File: src/design/cscc_pkg.sv
package cscc_pkg;

    // apb register byte offsets
    localparam logic [7:0] CSCC_OFS_CFG    = 8'h00;
    localparam logic [7:0] CSCC_OFS_CMD    = 8'h04;
    localparam logic [7:0] CSCC_OFS_STATUS = 8'h08;
    localparam logic [7:0] CSCC_OFS_NODES  = 8'h0c;

    // configuration register fields
    localparam int CSCC_CFG_KEYSLOT = 0;  // key_slot_startup_enable
    localparam int CSCC_CFG_HDR_SU  = 1;  // startup frame indicator in header
    localparam int CSCC_CFG_MODE_LO = 2;  // cluster sync method, 2 bits
    localparam int CSCC_CFG_CH_LO   = 4;  // attached channels a/b, 2 bits
    localparam int CSCC_CFG_ATT_LO  = 8;  // coldstart attempts, 4 bits
    localparam logic [31:0] CSCC_CFG_RESET = 32'h0000_0230;
    localparam logic [31:0] CSCC_CFG_MASK  = 32'h0000_0f3f;

    // command register bits, write-one
    localparam int CSCC_CMD_PERMIT = 0;  // permit-coldstart
    localparam int CSCC_CMD_READY  = 1;  // go to ready_state
    localparam int CSCC_CMD_RUN    = 2;  // begin startup
    localparam int CSCC_CMD_AWAKE  = 3;  // cluster wakeup completed

    // cycle and node count figures
    localparam logic [2:0] CSCC_CAS_RESOLVE_CYCLES = 3'h4;
    localparam logic [2:0] CSCC_LEADER_DONE_CYCLES = 3'h6;
    localparam logic [1:0] CSCC_MIN_DISTINCT_IDS   = 2'h2;
    localparam logic [1:0] CSCC_MIN_CS_DONE        = 2'h2;

    // cluster sync methods
    typedef enum logic [1:0] {
        CSCC_DISTRIBUTED = 2'b00,
        CSCC_LEADER      = 2'b01,
        CSCC_EXTERNAL    = 2'b10
    } cscc_mode_type;

    // protocol_state_variable encodings
    typedef enum logic [1:0] {
        CSCC_PSV_CONFIG  = 2'b00,
        CSCC_PSV_READY   = 2'b01,
        CSCC_PSV_STARTUP = 2'b10,
        CSCC_PSV_NORMAL  = 2'b11
    } cscc_psv_type;

    // controller states
    typedef enum logic [3:0] {
        CSCC_ST_CONFIG  = 4'b0000,
        CSCC_ST_READY   = 4'b0001,
        CSCC_ST_LISTEN  = 4'b0010,
        CSCC_ST_LEAD    = 4'b0011,
        CSCC_ST_INTEG   = 4'b0100,
        CSCC_ST_FOLLOW  = 4'b0101,
        CSCC_ST_NONCS   = 4'b0110,
        CSCC_ST_EXTWAIT = 4'b0111,
        CSCC_ST_NORMAL  = 4'b1000
    } cscc_state_type;

endpackage : cscc_pkg

File: src/design/cscc_startup_ctrl.sv
// Added by the designer: the register offsets and register access over APB.
module cscc_startup_ctrl
    import cscc_pkg::*;
(
    input  wire logic        pclk,
    input  wire logic        presetn,
    input  wire logic        psel,
    input  wire logic        penable,
    input  wire logic        pwrite,
    input  wire logic [7:0]  paddr,
    input  wire logic [31:0] pwdata,
    output logic      [31:0] prdata,
    output logic             pready,
    output logic             pslverr,
    input  wire logic        cycle_start,
    input  wire logic        cas_rx,
    input  wire logic        header_rx,
    input  wire logic        listen_timeout,
    input  wire logic        startup_frame_rx,
    input  wire logic [10:0] startup_frame_id,
    input  wire logic        stable_comm,
    input  wire logic        peer_cs_done,
    input  wire logic        ext_terms_rx,
    input  wire logic        ext_src_active,
    output logic             tx_cas,
    output logic             tx_frame_enable,
    output logic             tx_startup_only,
    output logic             tx_startup_bit,
    output logic             tx_sync_bit,
    output logic      [1:0]  channel_active,
    output logic             coldstart_block_flag,
    output logic      [1:0]  protocol_state_variable
);

    ////////////////////////////////////////////////////////////////////////////
    // registers

    cscc_state_type state_ff;
    cscc_state_type nxt_state;
    logic [31:0]    cfg_ff;
    logic           block_ff;
    logic           nxt_block;
    logic           awake_ff;
    logic [3:0]     attempts_ff;
    logic [3:0]     nxt_attempts;
    logic [2:0]     cyc_ff;
    logic [2:0]     nxt_cyc;
    logic           cas_ff;
    logic           nxt_cas;
    logic           first_id_vld_ff;
    logic [10:0]    first_id_ff;
    logic [1:0]     ids_ff;
    logic [1:0]     csdone_ff;
    logic           terms_ff;
    logic           srcact_ff;

    ////////////////////////////////////////////////////////////////////////////
    // apb decode

    wire         apb_acc   = psel & penable;
    wire         apb_wr    = apb_acc & pwrite;
    wire         hit_cfg   = (paddr == CSCC_OFS_CFG);
    wire         hit_cmd   = (paddr == CSCC_OFS_CMD);
    wire         hit_stat  = (paddr == CSCC_OFS_STATUS);
    wire         hit_nodes = (paddr == CSCC_OFS_NODES);
    wire         hit_any   = hit_cfg | hit_cmd | hit_stat | hit_nodes;
    wire         cfg_wr    = apb_wr & hit_cfg & (state_ff == CSCC_ST_CONFIG);
    wire         cmd_wr    = apb_wr & hit_cmd;
    wire         cmd_permit = cmd_wr & pwdata[CSCC_CMD_PERMIT];
    wire         cmd_ready = cmd_wr & pwdata[CSCC_CMD_READY];
    wire         cmd_run   = cmd_wr & pwdata[CSCC_CMD_RUN];
    wire         cmd_awake = cmd_wr & pwdata[CSCC_CMD_AWAKE];

    // configuration fields
    wire                cfg_keyslot = cfg_ff[CSCC_CFG_KEYSLOT];
    wire                cfg_hdr_su  = cfg_ff[CSCC_CFG_HDR_SU];
    wire cscc_mode_type cfg_mode    = cscc_mode_type'(cfg_ff[CSCC_CFG_MODE_LO +: 2]);
    wire [1:0]          cfg_ch      = cfg_ff[CSCC_CFG_CH_LO +: 2];
    wire [3:0]          cfg_att     = cfg_ff[CSCC_CFG_ATT_LO +: 4];

    wire cs_node  = cfg_keyslot & cfg_hdr_su;
    wire ext_cfg  = (cfg_mode == CSCC_EXTERNAL);
    wire dist_cfg = (cfg_mode == CSCC_DISTRIBUTED);
    wire lead_cfg = (cfg_mode == CSCC_LEADER);
    wire ext_cs   = cs_node & ext_cfg;

    // startup-state test used by several outputs
    function automatic logic cscc_in_startup(input cscc_state_type s);
        cscc_in_startup = (s == CSCC_ST_LISTEN) | (s == CSCC_ST_LEAD) |
                          (s == CSCC_ST_INTEG) | (s == CSCC_ST_FOLLOW) |
                          (s == CSCC_ST_NONCS) | (s == CSCC_ST_EXTWAIT);
    endfunction : cscc_in_startup

    wire in_startup = cscc_in_startup(state_ff);

    // leading allowed only when unblocked with attempts left
    wire may_lead = cs_node & ~block_ff & (attempts_ff != 4'h0);
    wire may_follow = cs_node & ~lead_cfg;
    // second startup frame with a different id
    wire new_id = startup_frame_rx & first_id_vld_ff &
                  (startup_frame_id != first_id_ff);
    wire [1:0] ids_sat = (ids_ff == CSCC_MIN_DISTINCT_IDS) ? ids_ff : ids_ff + 2'h1;
    wire       rx_busy = cas_rx | header_rx;

    ////////////////////////////////////////////////////////////////////////////
    // startup prepare: pick path from ready or after an abort

    cscc_state_type prep_state;
    // external coldstart node goes straight to its own path
    // blocked or exhausted coldstart node integrates instead
    assign prep_state = ext_cs   ? CSCC_ST_EXTWAIT :
                        may_lead ? CSCC_ST_LISTEN  :
                        cs_node  ? CSCC_ST_INTEG   : CSCC_ST_NONCS;

    ////////////////////////////////////////////////////////////////////////////
    // state machine

    always_comb
    begin
        nxt_state    = state_ff;
        nxt_attempts = attempts_ff;
        nxt_cyc      = cyc_ff;
        nxt_cas      = 1'b0;
        case (state_ff)
            CSCC_ST_CONFIG:
            begin
                if (cmd_ready)
                begin
                    nxt_state    = CSCC_ST_READY;
                    nxt_attempts = cfg_att;
                end
            end
            CSCC_ST_READY:
            begin
                if (cmd_run & (awake_ff | cmd_awake))
                begin
                    nxt_state = prep_state;
                    nxt_cyc   = 3'h0;
                end
            end
            CSCC_ST_LISTEN:
            begin
                if (rx_busy)
                    nxt_state = may_follow ? CSCC_ST_INTEG : CSCC_ST_LISTEN;
                else if (~may_lead)
                    nxt_state = prep_state;
                else if (listen_timeout)
                begin
                    nxt_cas      = ~ext_cfg;
                    nxt_state    = CSCC_ST_LEAD;
                    nxt_attempts = attempts_ff - 4'h1;
                    nxt_cyc      = 3'h0;
                end
            end
            CSCC_ST_LEAD:
            begin
                // abandon on traffic during resolution cycles
                if (rx_busy & (cyc_ff < CSCC_CAS_RESOLVE_CYCLES))
                    nxt_state = CSCC_ST_LISTEN;
                // distributed leader done on stable peer link
                else if (dist_cfg & stable_comm & (cyc_ff >= CSCC_CAS_RESOLVE_CYCLES))
                    nxt_state = CSCC_ST_NORMAL;
                else if (cycle_start)
                begin
                    nxt_cyc = cyc_ff + 3'h1;
                    // single leader completes after six cycles
                    if (nxt_cyc == CSCC_LEADER_DONE_CYCLES)
                        nxt_state = lead_cfg ? CSCC_ST_NORMAL : prep_state;
                end
            end
            CSCC_ST_INTEG:
            begin
                if (startup_frame_rx & may_follow)
                begin
                    nxt_state = CSCC_ST_FOLLOW;
                    nxt_cyc   = 3'h0;
                end
                else if (may_lead)
                    nxt_state = CSCC_ST_LISTEN;
            end
            CSCC_ST_FOLLOW:
            begin
                // follower done on stable peer link
                if (stable_comm & (cyc_ff >= CSCC_CAS_RESOLVE_CYCLES))
                    nxt_state = CSCC_ST_NORMAL;
                else if (cycle_start & (cyc_ff != CSCC_LEADER_DONE_CYCLES))
                    nxt_cyc = cyc_ff + 3'h1;
            end
            CSCC_ST_NONCS:
            begin
                // leader and external modes: no wait for coldstart completion to integrate
                // distributed needs two finished coldstart nodes
                if ((ids_ff == CSCC_MIN_DISTINCT_IDS) & stable_comm &
                    (~dist_cfg | (csdone_ff == CSCC_MIN_CS_DONE)))
                    nxt_state = CSCC_ST_NORMAL;
            end
            CSCC_ST_EXTWAIT:
            begin
                // first cycle start after terms and source active
                if (cycle_start & terms_ff & srcact_ff)
                    nxt_state = CSCC_ST_NORMAL;
            end
            CSCC_ST_NORMAL:
            begin
                nxt_state = CSCC_ST_NORMAL;
            end
            default:
            begin
                nxt_state = CSCC_ST_CONFIG;
            end
        endcase
        if (cmd_ready & (state_ff != CSCC_ST_CONFIG))
        begin
            nxt_state    = CSCC_ST_READY;
            nxt_attempts = cfg_att;
            nxt_cas      = 1'b0;
        end
    end

    // entering ready re-arms the block, over a same-cycle permit
    // permit accepted only once ready has been reached
    // external coldstart node is never blocked
    assign nxt_block = (cmd_ready & ~ext_cs) ? 1'b1 :
                       (ext_cs | (cmd_permit & (state_ff != CSCC_ST_CONFIG))) ? 1'b0 :
                       block_ff;

    always_ff @(posedge pclk or negedge presetn)
    begin
        if (!presetn)
        begin
            state_ff    <= CSCC_ST_CONFIG;
            block_ff    <= 1'b1;
            attempts_ff <= 4'h0;
            cyc_ff      <= 3'h0;
            cas_ff      <= 1'b0;
        end
        else
        begin
            state_ff    <= nxt_state;
            block_ff    <= nxt_block;
            attempts_ff <= nxt_attempts;
            cyc_ff      <= nxt_cyc;
            cas_ff      <= nxt_cas;
        end
    end

    // configuration and wakeup status
    always_ff @(posedge pclk or negedge presetn)
    begin
        if (!presetn)
        begin
            cfg_ff   <= CSCC_CFG_RESET;
            awake_ff <= 1'b0;
        end
        else
        begin
            if (cfg_wr)
                cfg_ff <= pwdata & CSCC_CFG_MASK;
            if (cmd_awake)
                awake_ff <= 1'b1;
            else if (state_ff == CSCC_ST_CONFIG)
                awake_ff <= 1'b0;
        end
    end

    ////////////////////////////////////////////////////////////////////////////
    // integration evidence, cleared whenever startup is not running

    always_ff @(posedge pclk or negedge presetn)
    begin
        if (!presetn)
        begin
            first_id_vld_ff <= 1'b0;
            first_id_ff     <= 11'h000;
            ids_ff          <= 2'h0;
            csdone_ff       <= 2'h0;
            terms_ff        <= 1'b0;
            srcact_ff       <= 1'b0;
        end
        else if (!in_startup)
        begin
            first_id_vld_ff <= 1'b0;
            ids_ff          <= 2'h0;
            csdone_ff       <= 2'h0;
            terms_ff        <= 1'b0;
            srcact_ff       <= 1'b0;
        end
        else
        begin
            if (startup_frame_rx & !first_id_vld_ff)
            begin
                first_id_vld_ff <= 1'b1;
                first_id_ff     <= startup_frame_id;
                ids_ff          <= 2'h1;
            end
            else if (new_id)
                ids_ff <= ids_sat;
            if (peer_cs_done & (csdone_ff != CSCC_MIN_CS_DONE))
                csdone_ff <= csdone_ff + 2'h1;
            if (ext_terms_rx)
                terms_ff <= 1'b1;
            if (ext_src_active)
                srcact_ff <= 1'b1;
        end
    end

    ////////////////////////////////////////////////////////////////////////////
    // transmit control

    assign tx_cas = cas_ff;
    // follower joins only after the resolution cycles
    // in normal operation the block flag has no say
    assign tx_frame_enable = (state_ff == CSCC_ST_NORMAL) |
                             ((state_ff == CSCC_ST_LEAD) & cs_node) |
                             ((state_ff == CSCC_ST_FOLLOW) &
                              (cyc_ff >= CSCC_CAS_RESOLVE_CYCLES));
    // startup frames only while in startup
    assign tx_startup_only = in_startup;
    // startup frames always carry the sync mark
    assign tx_startup_bit = cs_node;
    assign tx_sync_bit    = cs_node;
    // all attached channels run startup together
    assign channel_active = (in_startup | (state_ff == CSCC_ST_NORMAL)) ? cfg_ch : 2'b00;
    assign coldstart_block_flag = block_ff;
    assign protocol_state_variable =
        (state_ff == CSCC_ST_CONFIG) ? CSCC_PSV_CONFIG :
        (state_ff == CSCC_ST_READY)  ? CSCC_PSV_READY  :
        (state_ff == CSCC_ST_NORMAL) ? CSCC_PSV_NORMAL : CSCC_PSV_STARTUP;

    ////////////////////////////////////////////////////////////////////////////
    // apb read and answer

    wire [31:0] stat_word = {16'h0000, attempts_ff, 1'b0, cyc_ff,
                             awake_ff, block_ff, cs_node, 1'b0, state_ff};
    wire [31:0] node_word = {26'h0000000, csdone_ff, ids_ff, srcact_ff, terms_ff};
    wire [31:0] rd_mux = hit_cfg   ? cfg_ff    :
                         hit_stat  ? stat_word :
                         hit_nodes ? node_word : 32'h0000_0000;

    always_ff @(posedge pclk or negedge presetn)
    begin
        if (!presetn)
            prdata <= 32'h0000_0000;
        else if (psel & !penable & !pwrite)
            prdata <= rd_mux;
    end

    assign pready  = 1'b1;
    assign pslverr = apb_acc & ~hit_any;

endmodule : cscc_startup_ctrl

File: config.mk
export PLATFORM = sky130hd
export DESIGN_NAME = cscc_startup_ctrl
export DESIGN_NICKNAME = d
export VERILOG_FILES = /design/src/design/cscc_pkg.sv /design/src/design/cscc_startup_ctrl.sv
export SDC_FILE = /design/constraint.sdc
export NUM_CORES = 1
export LEC_CHECK = 0
export BUFFER_PORTS_ARGS = -buffer_cell sky130_fd_sc_hd__buf_2
export CORE_ASPECT_RATIO = 0.7
export CORE_MARGIN = 2
export CORE_UTILIZATION = 50
export DETAILED_ROUTE_END_ITERATION = 8
export PLACE_DENSITY = 0.78
export SYNTH_ARGS = -nofsm -noshare
export SYNTH_HDL_FRONTEND = slang
export SYNTH_SLANG_ARGS = --single-unit
export TNS_END_PERCENT = 50
File: constraint.sdc
create_clock -name pclk -period 3.1 [get_ports pclk]
set_input_delay 0.93 -clock pclk [delete_from_list [all_inputs] [get_ports pclk]]
set_output_delay 0.93 -clock pclk [all_outputs]
set_load 0.05 [all_outputs]
==> impl_metrics.yaml <==
status:
  status: "finished, final reports clean"
cells_and_area:
  area_delta_synth_final_pct: 16.60
  layout.cells.most_common_list: "69 x sky130_fd_sc_hd__buf_2, 54 x sky130_fd_sc_hd__dfrtp_1, 47 x sky130_fd_sc_hd__nand2_1"
  post_route_cells_drive_above_1_share_pct: 29.62
  final_core_util_pct: 60.24
  design.final.nets: 515
  fillers: 584
  num_antenna_cells: 0
  finalInstanceArea_um2: 4051
  most_common_library_cell_in_the_layout_ignoring_fill_and_taps: "sky130_fd_sc_hd__buf_2"
floorplan:
  area_enclosed_by_the_die_boundary_um2: 7643
  initial_core_util_pct: 51.67
  dieWidth_um: 103.6
  fp-row-count: 25
  num_io_pins: 109
  core-area_um2: 6725
  dieHeight_um: 73.75
detailed_routing:
  detailroute.via_count: 2960
  first_drt_iteration_drcs: 216
  viasPerCell: 5.451
  drt-wirelength-per-cell_um: 15.17
  drt_first_pass_iters: 6
  drcViolationCount: 0
  antenna_left: 0
  routed_wire_length_um: 8235
global_routing:
  grt_overflow_total: 0
  gr-usage-met2_pct: 35.47
  first_pass_grt_wire_length_um: 13450
  grt.busiest_layer: "met2"
  global_route.usage.met3_pct: 7.365
  grt_max_degree: 29
  globalRouteTotalUtil_pct: 22.80
  grt_antenna_before_repair: 0
  gr-usage-met1_pct: 31.05
  first_global_vias: 2784
timing:
  rsz0062_at_grt: "false"
  max_slew_violations: 0
  timing.final.hold_violations: 0
  timing.slew.headroom_pct: 42.35
  worst_pin_slew_ps: 853.1
  finalSetupViolCount: 0
  min_clock_period_post_route_ps: 2864
  final.hold.worst_slack_ps: 410.8
  max_freq_mhz: 349.1
  final.period_utilization_pct: 92.40
  fin_tns_setup_ps: 0
  fin_skew_ps: 10.06
logic_synthesis:
  synth-main-ff-cell: "sky130_fd_sc_hd__dfrtp_1"
  synth_compound_gate_area_share_pct: 12.10
  synthXorXnorAreaFrac_pct: 4.537
  synth.cell_area_um2: 3475
  synthesis.yosys.warnings: 0
  netlist-cell-type-count: 62
  synth_area_leader_cell: "sky130_fd_sc_hd__dfrtp_1"
  netlist_instances: 375
  largest_family_of_logic_cells_by_synthesized_area: "simple AND/OR/NAND/NOR gates"
  synth.top_cell.area_share_pct: 38.89
  synthSimpleGateAreaFrac_pct: 21.71
  synthArstFlopShare_pct: 100.0
  synth_area_per_cell_um2: 9.266
  synth_edf_count: 0
  synth_area_leaders: "sky130_fd_sc_hd__dfrtp_1 39%, sky130_fd_sc_hd__mux2_2 6.2%, sky130_fd_sc_hd__nand2_1 5.1%"
  synth.yosys.seq_area_share_pct: 41.92
  synth_seq_cells: 58
  yosys-mux-area-fraction_pct: 9.903
  synth_fa_ha_area_share_pct: 2.485
placement:
  post-dp-hpwl_um: 6360
  placement.cell_area_um2: 3855
  port_buffers: 69
  gp_congestion: 0.9121
clocking:
  post_cts_buffers: 0
  cts_repair_resize_count: 0
  clock_sinks: 58
  clock_path_buffers: 2
  clock_tree.htree_level_count: 3
  cts_tree: "yes"
  clk_root_buffer_cell: "sky130_fd_sc_hd__clkbuf_8"
  cts-buffers-inserted: 9
  cts_hold_buf: 0
  path_clk_slew_ps: 70
  clock_latency_ps: 340
setup_path:
  timing.rr.start: "state_ff[1]"
  reg2reg_setup_slack_ps: 640
  rr_worst_depth: 6
  critical_path.startpoint: "paddr[5]"
  path_max_fanout: 7
  rr_endpoint: "state_ff[2]"
  startpoint_types: "input pin"
  cp.required_ps: 2170
  start_to_end_type_of_the_worst_setup_path: "in -> out"
  arrival_ps: 1930
  crit_path_end: "pslverr"
  setup.worst_path.end_class: "primary output"
power:
  worst_ir_drop_vdd_v: 0.0003291
  p_total_w: 0.003016
  power-per-cell-area_nw_per_um2: 744.3
  cellLeakagePower_nw: 1.940
flow_run:
  max_cap_violations: 0
worst_hold_path:
  hold_path_class: "in -> async"
layout make-up:
type                    instances  area, um2  area share [%]
multi-input cells             286       1827           45.09
inverters                      11      41.29           1.019
flip-flops and latches         58       1456           35.95
repair buffers                 78      412.9           10.19
well taps                      94      117.6           2.903
clock inverters                 5      55.05           1.359
clock buffers                  11      141.4           3.490
kinds of logic after synthesis:
family / Yosys count
simple gates: 149
mux: 31
compound gates: 64
xor+xnor: 18
flops: 58
fa+ha+maj: 7
buf+inv: 46
other cells: 2
synthesized netlist by cell type (6+ instances only):
cell                       count
sky130_fd_sc_hd__buf_4        18
sky130_fd_sc_hd__mux2i_1      10
sky130_fd_sc_hd__nand3_1      13
sky130_fd_sc_hd__xnor2_1      15
sky130_fd_sc_hd__nor3_1        8
sky130_fd_sc_hd__clkbuf_1     10
sky130_fd_sc_hd__ha_1          6
sky130_fd_sc_hd__buf_2         6
sky130_fd_sc_hd__inv_1        11
sky130_fd_sc_hd__mux2_2       19
sky130_fd_sc_hd__nand2_1      47
sky130_fd_sc_hd__a21oi_1      14
sky130_fd_sc_hd__nand2b_1      6
sky130_fd_sc_hd__nor2_1       40
sky130_fd_sc_hd__dfrtp_1      54
sky130_fd_sc_hd__o21ai_0      22
metal layers:
layer  vias to the layer above  part of all wire (%)
met5                         -                     0
met1                      1399                    46
met2                       141                    45
met4                         0                  0.55
met3                         6                   8.4
li1                       1414                     -
worst min path at each step:
stage,end,slack (ps),cells past startpoint
floorplan,awake_ff,470,2
global placement,prdata[6],440,2
detailed placement,prdata[12],450,2
CTS,prdata[3],400,1
global route,prdata[1],400,1
finish,prdata[3],410,1
report_power, final:
part           internal, W  switching (W)
Clock             0.000390       0.000296
Combinational     0.000533       0.000669
Sequential        0.000916       0.000211
per-stage QoR:
step | setup WS [ps] | cells
floorplan | 152.9 | 390
global placement | 227.1 | 527
detailed placement | 226.3 | 527
CTS | 239.3 | 543
global route | 142.7 | 543
finish | 235.7 | 543
registers in the layout, summed over array words and instances, names as in the netlist:
register	flops
attempts_ff	4
awake_ff	1
cfg_ff	10
coldstart_block_flag	1
csdone_ff	2
cyc_ff	3
first_id_ff	11
first_id_vld_ff	1
ids_ff	2
prdata	16
srcact_ff	1
state_ff	4
terms_ff	1
tx_cas	1
critical path: stages:
cell                      delay (ps)
sky130_fd_sc_hd__buf_2           110
sky130_fd_sc_hd__nor4_4          290
sky130_fd_sc_hd__nand2_2         160
sky130_fd_sc_hd__and3_2          230
sky130_fd_sc_hd__buf_2           200
(Power assumes the default switching activity.)
